File: config.mk
export PLATFORM = sky130hd
export DESIGN_NAME = dss_sw_handshake
export DESIGN_NICKNAME = d
export VERILOG_FILES = /design/src/common/dss_pkg.sv /design/src/design/dss_sw_handshake.sv
export SDC_FILE = /design/constraint.sdc
export NUM_CORES = 1
export LEC_CHECK = 0
export ABC_AREA = 0
export BUFFER_PORTS_ARGS = -buffer_cell sky130_fd_sc_hd__buf_4
export CORE_ASPECT_RATIO = 1.75
export CORE_MARGIN = 5
export CORE_UTILIZATION = 52
export CTS_CLUSTER_SIZE = 16
export DETAILED_ROUTE_END_ITERATION = 12
export GPL_TIMING_DRIVEN = 1
export PLACE_DENSITY = 0.76
export SKIP_LAST_GASP = 1
export SYNTH_ARGS = -nofsm -noshare
export SYNTH_HDL_FRONTEND = slang
export SYNTH_HIERARCHICAL = 1
export SYNTH_SLANG_ARGS = --single-unit
File: constraint.sdc
create_clock -name mclk_i -period 4.5 [get_ports mclk_i]
set_clock_uncertainty 0.05 [all_clocks]
set_input_delay 0.45 -clock mclk_i [delete_from_list [all_inputs] [get_ports mclk_i]]
set_output_delay 0.45 -clock mclk_i [all_outputs]
set_load 0.01 [all_outputs]
File: src/common/dss_pkg.sv
package dss_pkg;

    // ****************************************
    // bus geometry and register offsets
    // ****************************************
    localparam int          DSS_ADDR_W        = 12;
    localparam int          DSS_DATA_W        = 32;
    localparam int          DSS_NCH           = 3;
    localparam int          DSS_NKIND         = 4;
    localparam int          DSS_FIFO_DEPTH    = 32;

    localparam logic [11:0] DSS_OFF_COMB_UP   = 12'h364;
    localparam logic [11:0] DSS_OFF_SRC_BST_L = 12'h368;
    localparam logic [11:0] DSS_OFF_SRC_BST_H = 12'h36C;
    localparam logic [11:0] DSS_OFF_DST_BST_L = 12'h370;
    localparam logic [11:0] DSS_OFF_DST_BST_H = 12'h374;
    localparam logic [11:0] DSS_OFF_SRC_SGL_L = 12'h378;
    localparam logic [11:0] DSS_OFF_SRC_SGL_H = 12'h37C;
    localparam logic [11:0] DSS_OFF_DST_SGL_L = 12'h380;
    localparam logic [11:0] DSS_OFF_DST_SGL_H = 12'h384;

    // ****************************************
    // field layout and reset values
    // ****************************************
    localparam int          DSS_REQ_LSB       = 0;
    localparam int          DSS_WEN_LSB       = 8;
    localparam logic [2:0]  DSS_REQ_RST       = 3'h0;
    localparam logic [31:0] DSS_RD_ZERO       = 32'h0000_0000;
    localparam logic [1:0]  DSS_HTRANS_NSEQ   = 2'h2;
    localparam logic [1:0]  DSS_HTRANS_SEQ    = 2'h3;
    localparam logic        DSS_HRESP_OKAY    = 1'h0;

    // ****************************************
    // types
    // ****************************************
    typedef enum logic [1:0] {
        DSS_KIND_SRC_BST = 2'b00,
        DSS_KIND_DST_BST = 2'b01,
        DSS_KIND_SRC_SGL = 2'b10,
        DSS_KIND_DST_SGL = 2'b11
    } dss_kind_type;

    typedef logic [DSS_NKIND-1:0][DSS_NCH-1:0] dss_req_type;

    typedef struct packed {
        dss_kind_type             kind;
        logic [DSS_NCH-1:0]       chans;
    } dss_evt_type;

endpackage

File: src/design/dss_sw_handshake.sv
// ****************************************
// request event fifo
// ****************************************
module dss_fifo #(
    parameter int WIDTH = 5,
    parameter int DEPTH = 32
) (
    // clock and reset
    input  wire logic             mclk_i,
    input  wire logic             resetn_i,
    // fill side
    input  wire logic             in_valid_i,
    output logic                  in_ready_o,
    input  wire logic [WIDTH-1:0] in_data_i,
    // drain side
    output logic                  out_valid_o,
    input  wire logic             out_ready_i,
    output logic      [WIDTH-1:0] out_data_o
);
    localparam int PW = $clog2(DEPTH);

    logic [WIDTH-1:0] mem_reg [DEPTH];
    logic [PW-1:0]    wr_ptr_reg;
    logic [PW-1:0]    rd_ptr_reg;
    logic [PW:0]      count_reg;
    logic [PW:0]      count_next;
    logic             valid_reg;
    logic             push;
    logic             pop;

    assign in_ready_o  = (count_reg != (PW+1)'(DEPTH));
    assign out_valid_o = valid_reg;
    assign count_next  = count_reg + (PW+1)'(push) - (PW+1)'(pop);
    assign out_data_o  = mem_reg[rd_ptr_reg];
    assign push        = in_valid_i && in_ready_o;
    assign pop         = out_valid_o && out_ready_i;

    function automatic logic [PW-1:0] ptr_inc(input logic [PW-1:0] p);
        ptr_inc = (p == PW'(DEPTH - 1)) ? '0 : p + 1'b1;
    endfunction

    always_ff @(posedge mclk_i) begin
        if (push) begin
            mem_reg[wr_ptr_reg] <= in_data_i;
        end
    end

    always_ff @(posedge mclk_i or negedge resetn_i) begin
        if (!resetn_i) begin
            wr_ptr_reg <= '0;
            rd_ptr_reg <= '0;
            count_reg  <= '0;
        end else begin
            if (push) begin
                wr_ptr_reg <= ptr_inc(wr_ptr_reg);
            end
            if (pop) begin
                rd_ptr_reg <= ptr_inc(rd_ptr_reg);
            end
            count_reg <= count_next;
        end
    end

    // head flag from its own flop so the output is registered
    always_ff @(posedge mclk_i or negedge resetn_i) begin
        if (!resetn_i) begin
            valid_reg <= 1'b0;
        end else begin
            valid_reg <= (count_next != '0);
        end
    end
endmodule

// ****************************************
// software handshake request registers
// ****************************************
module dss_sw_handshake #(
    parameter int NCH        = dss_pkg::DSS_NCH,
    parameter int FIFO_DEPTH = dss_pkg::DSS_FIFO_DEPTH
) (
    // clock and reset
    input  wire logic                           mclk_i,
    input  wire logic                           resetn_i,
    // ahb slave
    input  wire logic                           hsel_i,
    input  wire logic [dss_pkg::DSS_ADDR_W-1:0] haddr_i,
    input  wire logic [1:0]                     htrans_i,
    input  wire logic                           hwrite_i,
    input  wire logic [2:0]                     hsize_i,
    input  wire logic [dss_pkg::DSS_DATA_W-1:0] hwdata_i,
    input  wire logic                           hready_i,
    output logic      [dss_pkg::DSS_DATA_W-1:0] hrdata_o,
    output logic                                hready_o,
    output logic                                hresp_o,
    // channel enables
    input  wire logic [NCH-1:0]                 chan_en_i,
    input  wire logic                           dma_en_i,
    input  wire logic [NCH-1:0]                 xfer_done_i,
    output logic      [NCH-1:0]                 chan_en_clr_o,
    // handshake side
    input  wire dss_pkg::dss_req_type           req_ack_i,
    output dss_pkg::dss_req_type                req_o,
    // request event stream
    output logic                                evt_valid_o,
    input  wire logic                           evt_ready_i,
    output dss_pkg::dss_evt_type                evt_data_o
);
    import dss_pkg::*;

    dss_req_type                req_reg;
    dss_req_type                req_next;
    logic                       pend_reg;
    dss_kind_type               wkind_reg;
    logic                       wreq_reg;
    logic                       hready_reg;
    logic [DSS_DATA_W-1:0]      hrdata_reg;
    logic [NCH-1:0]             clr_reg;
    logic [NCH-1:0]             ch_ok;
    logic [NCH-1:0]             wmask;
    logic [NCH-1:0]             set_mask;
    logic                       addr_ph;
    logic                       commit;
    logic                       fifo_in_ready;
    dss_evt_type                evt_in;

    // ****************************************
    // address decode
    // ****************************************
    // hit on one of the four lower request halves
    function automatic logic is_req_off(input logic [DSS_ADDR_W-1:0] a);
        is_req_off = (a == DSS_OFF_SRC_BST_L) || (a == DSS_OFF_DST_BST_L) ||
                     (a == DSS_OFF_SRC_SGL_L) || (a == DSS_OFF_DST_SGL_L);
    endfunction

    function automatic dss_kind_type kind_of(input logic [DSS_ADDR_W-1:0] a);
        unique case (a)
            DSS_OFF_DST_BST_L: kind_of = DSS_KIND_DST_BST;
            DSS_OFF_SRC_SGL_L: kind_of = DSS_KIND_SRC_SGL;
            DSS_OFF_DST_SGL_L: kind_of = DSS_KIND_DST_SGL;
            default:           kind_of = DSS_KIND_SRC_BST;
        endcase
    endfunction

    assign addr_ph = hsel_i && hready_i && !pend_reg &&
                     (htrans_i == DSS_HTRANS_NSEQ || htrans_i == DSS_HTRANS_SEQ);

    // ****************************************
    // write gating
    // ****************************************
    assign ch_ok    = chan_en_i & {NCH{dma_en_i}} & ~xfer_done_i;
    assign wmask    = hwdata_i[DSS_WEN_LSB +: NCH] & ch_ok;
    assign set_mask = wmask & hwdata_i[DSS_REQ_LSB +: NCH] & ~req_reg[wkind_reg];
    // stall while newly set bits cannot enter a full fifo
    assign commit   = pend_reg && (set_mask == '0 || fifo_in_ready);
    assign evt_in   = '{kind: wkind_reg, chans: set_mask};

    always_comb begin
        req_next = req_reg & ~req_ack_i;
        if (commit && wreq_reg) begin
            req_next[wkind_reg] = (req_next[wkind_reg] & ~wmask) |
                                  (hwdata_i[DSS_REQ_LSB +: NCH] & wmask);
        end
    end

    always_ff @(posedge mclk_i or negedge resetn_i) begin
        if (!resetn_i) begin
            req_reg <= '{default: DSS_REQ_RST};
        end else begin
            req_reg <= req_next;
        end
    end

    // ****************************************
    // bus phases
    // ****************************************
    always_ff @(posedge mclk_i or negedge resetn_i) begin
        if (!resetn_i) begin
            pend_reg   <= 1'b0;
            wreq_reg   <= 1'b0;
            wkind_reg  <= DSS_KIND_SRC_BST;
            hready_reg <= 1'b1;
        end else if (addr_ph && hwrite_i) begin
            pend_reg   <= 1'b1;
            hready_reg <= 1'b0;
            wreq_reg   <= is_req_off(haddr_i);
            wkind_reg  <= kind_of(haddr_i);
        end else if (commit) begin
            pend_reg   <= 1'b0;
            hready_reg <= 1'b1;
        end
    end

    always_ff @(posedge mclk_i or negedge resetn_i) begin
        if (!resetn_i) begin
            hrdata_reg <= DSS_RD_ZERO;
        end else if (addr_ph && !hwrite_i) begin
            hrdata_reg <= DSS_RD_ZERO;
            unique case (haddr_i)
                DSS_OFF_SRC_BST_L: hrdata_reg[DSS_REQ_LSB +: NCH] <= req_reg[DSS_KIND_SRC_BST];
                DSS_OFF_DST_BST_L: hrdata_reg[DSS_REQ_LSB +: NCH] <= req_reg[DSS_KIND_DST_BST];
                DSS_OFF_SRC_SGL_L: hrdata_reg[DSS_REQ_LSB +: NCH] <= req_reg[DSS_KIND_SRC_SGL];
                DSS_OFF_DST_SGL_L: hrdata_reg[DSS_REQ_LSB +: NCH] <= req_reg[DSS_KIND_DST_SGL];
                default:           hrdata_reg <= DSS_RD_ZERO;
            endcase
        end
    end

    // ****************************************
    // channel enable clear
    // ****************************************
    always_ff @(posedge mclk_i or negedge resetn_i) begin
        if (!resetn_i) begin
            clr_reg <= '0;
        end else begin
            clr_reg <= xfer_done_i | {NCH{~dma_en_i}};
        end
    end

    dss_fifo #(
        .WIDTH ($bits(dss_evt_type)),
        .DEPTH (FIFO_DEPTH)
    ) u_fifo (
        .mclk_i      (mclk_i),
        .resetn_i    (resetn_i),
        .in_valid_i  (commit && wreq_reg && set_mask != '0),
        .in_ready_o  (fifo_in_ready),
        .in_data_i   (evt_in),
        .out_valid_o (evt_valid_o),
        .out_ready_i (evt_ready_i),
        .out_data_o  (evt_data_o)
    );

    assign hrdata_o      = hrdata_reg;
    assign hready_o      = hready_reg;
    assign hresp_o       = DSS_HRESP_OKAY;
    assign chan_en_clr_o = clr_reg;
    assign req_o         = req_reg;
endmodule

Word-level counts from Yosys, hierarchy flattened --
Memory sizes are Yosys's and may differ from the RTL's. Index checks and enable logic that the tools add are counted.
Word-level totals: register bits 40, bits in writable memories 160, bits of input ports 74, memories kept 1
Memory list:
- u_fifo.mem_reg | words 32, bits a word 5, read ports 1, clocked after Yosys merged registers in 0, write ports 1, RTL line dss_sw_handshake.sv:22 | logic [WIDTH-1:0] mem_reg [DEPTH];
Cells by class: $add $sub $neg 4, magnitude comparators 2, equal/unequal tests 9, muxes and demuxes 18, bitwise gates (word level) 14, reductions and logical operators 22
Operators by type and width (count):
- 12-bit by 10-bit == test with 1-bit output (second input constant) | 4
- 3-bit AND | 6
- 12-bit AND | 1
- 3-bit binary-select mux with 2-bit select | 2
- 12-bit bitwise mux | 1
- 12-bit two-way mux | 1
- 12-bit NOT | 1
- 3-bit one-hot mux with 4 select lines | 1
- 1-bit logical AND | 11
- 5-bit by 1-bit adder with 5-bit output (second input constant) | 2
- 5-bit == test (second input constant) | 2
- 5-bit two-way mux | 2
- 3-bit two-way mux | 3
- 3-bit NOT | 3
- 6-bit by 1-bit adder with 6-bit output | 1
- 3-bit demux with 2-bit select | 1
- 1-bit two-way mux | 6
- 6-bit != test (second input constant) | 1
- 3-bit bitwise OR | 2
- 2-bit one-hot mux with 3 select lines | 1
- 6-bit nonzero test | 1
- 6-bit by 1-bit subtractor with 6-bit output | 1
- 1-bit logical OR | 5
- 2-bit == test (second input constant) | 2
- 7 further kinds | 8

Longest topological paths before layout --
depth in word-level cells 14, mapped depth 16, mapped depth without buffers 15

Cells and area by module --
The synthesis kept the hierarchy.
By module, submodules not included:
- dss_fifo | instances 1, cells an instance 408, area each 7273.2 um2
- dss_sw_handshake | instances 1, cells an instance 157, area each 1622.8 um2

Least setup slack after synthesis --
OpenSTA, ideal clock, no wires.
path kind register to register, from register wkind_reg[0], to register u_fifo.valid_reg, in the netlist u_fifo/out_valid_o, setup time 0.139 ns, arrival time 4.288 ns, data required time 4.311 ns, slack 0.024 ns, cell stages (with the launch flop) 15, path buffers 2, clock period less this slack 4.476 ns, cell sequence dfrtp_1 > buf_4 > mux4_2 > or3_4 > a31oi_1 > and2_1 > clkbuf_1 > inv_1 > ha_1 > inv_1 > ha_1 > fa_1 > xor2_1 > or3_1 > or4_1
On the way: word-level cells in the longest chain between the ends 13, elaborated cells between the ends (all ways) 14, those cells by class add/sub: 2; mux: 2; bitwise: 2; reduce/logical: 8
RTL lines:
- start: declaration | RTL line dss_sw_handshake.sv:113 | dss_kind_type wkind_reg;
- start signal: assignment | RTL line dss_sw_handshake.sv:186 | wkind_reg <= kind_of(haddr_i);
- 3-bit binary-select mux with 2-bit select (*) | RTL line dss_sw_handshake.sv:152 | assign set_mask = wmask & hwdata_i[DSS_REQ_LSB +: NCH] & ~req_reg[wkind_reg];
- 3-bit two-way mux (implied by the code) (*) | RTL line dss_sw_handshake.sv:152
- 3-bit NOT (*) | RTL line dss_sw_handshake.sv:152
- 3-bit AND (*) | RTL line dss_sw_handshake.sv:152
- 3-bit logical NOT | RTL line dss_sw_handshake.sv:154 | assign commit = pend_reg && (set_mask == '0 || fifo_in_ready);
- 1-bit logical OR | RTL line dss_sw_handshake.sv:154
- 1-bit logical AND | RTL line dss_sw_handshake.sv:154
- 1-bit logical AND | RTL line dss_sw_handshake.sv:225 | .in_valid_i (commit && wreq_reg && set_mask != '0),
- 1-bit logical AND (*) | RTL line dss_sw_handshake.sv:225
- 1-bit logical AND (*) | RTL line dss_sw_handshake.sv:35 | assign push = in_valid_i && in_ready_o;
- 6-bit by 1-bit adder with 6-bit output (*) | RTL line dss_sw_handshake.sv:33 | assign count_next = count_reg + (PW+1)'(push) - (PW+1)'(pop);
- 6-bit by 1-bit subtractor with 6-bit output (*) | RTL line dss_sw_handshake.sv:33
- via u_fifo.count_next[2] | RTL line dss_sw_handshake.sv:26 | logic [PW:0] count_next;
- 6-bit nonzero test (*) | RTL line dss_sw_handshake.sv:69 | valid_reg <= (count_next != '0);
- end signal: assignment | RTL line dss_sw_handshake.sv:69
- end: declaration | RTL line dss_sw_handshake.sv:27 | logic valid_reg;
Mark *: on every way through the listed nets, which the timed path passes. The rest lies on a longest branch. The select of a mux whose other input is x is not followed. A chain may end at the register's enable or synchronous reset.

Worst setup path in the final report --
Ends and elaborated chain as after synthesis.

==> metrics.txt <==
Post-synth EDFFs=160; final setup vio count=0; sequential fraction of the synthesis area=between 60 and 70%; Vias=4981; Setup TNS Final=0 ns; CP endpoint kind=flop; RSZ-0062 raised after global routing=false; synth warn=6; first-pass GRT wire length=between 20 and 30 mm; clock sinks=200; clk buf depth=2; gr busiest metal=met2; async set-reset flop share out of synthesis=around 20%; Reg area=5810 um^2; via-per-instance ratio=5.67; met2 usage=35.8%; post-cts sizing count=0; die area=19900 um^2; row count=63; Area contributors post-synth=edfxtp_1, dfrtp_1, mux4_2; status=finished, final reports clean; TritonCTS clock tree=yes; GRT met1 Usage=21.3%; Die Wd=about 110 um; chip height=183 um; crit path kind=flop to flop; Hold Crit Class=input pin to flop; WP data arrival=4.39 ns; GR Overflow Total=0; Final nets=728; fin. max-slew vios=0; post-synthesis cell type count=a little under 60; CTS hold repair buffers=1; vias in the first global route=5304; Post-Synthesis Cells=565; initial antenna violation count=0; met3 GRT Util=3.42%; Final Util=60.0%; dominant cell by count in the synthesized netlist=edfxtp_1; Tot GR Track Use=between 15 and 20%; post-route antenna net violation count=0; Synth Register Bits=200; Synth Flop Type=edfxtp_1; MaxCap Viol Count=0; Final HPWL DP=about 13 mm; core footprint=16900 um^2; gpl congestion=about 0.9; multi-input logic area=2790 um^2; Synth top cells by count=edfxtp_1, nor2_1, dfrtp_1; max reg flops=160; n_diodes=0; post-CTS setup buffer count=0; I/O Buffers=68; crit start category=flop; Initial Util=52.7%; Worst-path clk slew=0.07 ns; top achievable clock speed=242 MHz; Synth top area share=54.0%; mean post-synth cell area=15.7 um^2; final WL=about 18 mm; H-tree depth=4; Peak supply drop=291 uV; Fin. Hold Viols=0; DRT iter0 DRCs=375; crit path max fanout=8; Mapped Area=between 8000 and 9000 um^2; Fillers=~1300; Least-Margin Pin Slew=1.03 ns; clk_lat worst skew=0.43 ns; drt wl/cell=a little over 20 um; Tcrit/Tclk final=92.0%; fin crit period=4.14 ns; Pwr per Cell Area=468 nW/um^2; required time of the critical path=4.75 ns; CTS Root Cell=clkbuf_16; DR pass1 iterations=5; area leader, netlist=edfxtp_1; DRC violations left=0; IO Pins=roughly 130; largest net degree at the start of global routing=41; TritonCTS buffer count=17; Slew headroom=31.3%; LEAKAGE=around 3.7 nW; ratio of cells with drive above 1 in the final layout=23.8%; Area growth, synth to finish=13.8%
## through the flow
| step | hold slack, ns | power [W] | std cells | instance area, um^2 | worst slack [ns] |
|---|---|---|---|---|---|
| 6_report | 0.170 | 0.00474 | 878 | 10100 | 0.359 |
| 3_3_place_gp | 0.403 | 0.00325 | 845 | 9520 | 0.419 |
| 3_5_place_dp | 0.410 | 0.00329 | 845 | 9520 | 0.343 |
| 2_1_floorplan | 0.104 | 0.00299 | 594 | 9000 | 0.0237 |
| 5_1_grt | 0.160 | 0.00498 | 878 | 10100 | 0.0814 |
| 4_1_cts | 0.148 | 0.00478 | 878 | 10100 | 0.324 |
## routing by layer
metal	part of all wire, %	vias to the layer above
met2	58	176
met4	3.1	0
met5	0	-
li1	-	2275
met1	34	2500
met3	4.6	30
## path summary, 6_finish.rpt
kind | slack, ns | startpoint | cells past startpoint | end
max | 0.36 | wkind_reg[0]$_DFFE_PN0P_ | 12 | u_fifo/out_valid_o$_DFF_PN0_
min | 0.17 | xfer_done_i[1] | 2 | chan_en_clr_o[1]$_DFF_PN0_
max reg2reg | 0.36 | wkind_reg[0]$_DFFE_PN0P_ | 12 | u_fifo/out_valid_o$_DFF_PN0_
min reg2reg | 0.43 | hready_o$_DFFE_PN1P_ | 2 | hready_o$_DFFE_PN1P_
max in group asynchronous | 3.54 | resetn_i | 2 | hready_o$_DFFE_PN1P_
min in group asynchronous | 0.47 | resetn_i | 2 | u_fifo/out_valid_o$_DFF_PN0_
## report_power, final
part           switching (W)  total [W]  internal, W
Sequential          0.000187    0.00223      0.00204
Clock               0.000633    0.00149     0.000861
Combinational       0.000491    0.00102     0.000527
Total                0.00131    0.00474      0.00343
## logic make-up after synthesis
| family | Yosys count | synth area share, % |
|---|---|---|
| flops | 200 | 65.3 |
| simple gates | 134 | 8.17 |
| mux | 74 | 13.9 |
| compound gates | 69 | 5.39 |
| buf+inv | 68 | 4.61 |
| fa+ha+maj | 16 | 2.33 |
| xor+xnor | 3 | 0.295 |
| other cells | 1 | 0.0422 |
## cells in the final DEF, fill, tap and decap left out, types with 6 or more instances in the layout
cell type and n:
a21oi_1 11, o21ai_0 17, conb_1 30, nor2_1 46
dfrtp_1 38, inv_1 18, nand2b_1 16, mux2_2 6
ha_1 15, a211oi_1 9, nand3b_1 7, buf_4 73
mux4_2 35, clkbuf_16 21, nand2_1 25, mux2i_1 30
edfxtp_1 160
## critical path, stage by stage, from the launching register on
cell     delay, ns
dfrtp_1       0.66
mux4_2        0.55
or3_1         0.43
a31oi_1       0.18
and2_1        0.17
inv_1         0.10
ha_1          0.28
inv_1         0.04
ha_1          0.21
fa_1          0.41
xor2_1        0.19
or3_1         0.32
or4_1         0.42
## final cells by class
class / instances / share of cell area [%]
repair buffers: 75 / 5.71
multi-input cells: 326 / 27.5
inverters: 18 / 0.667
clock inverters: 7 / 0.482
well taps: 227 / 2.80
clock buffers: 25 / 5.45
flip-flops and latches: 200 / 57.4
(Power assumes the default switching activity.)
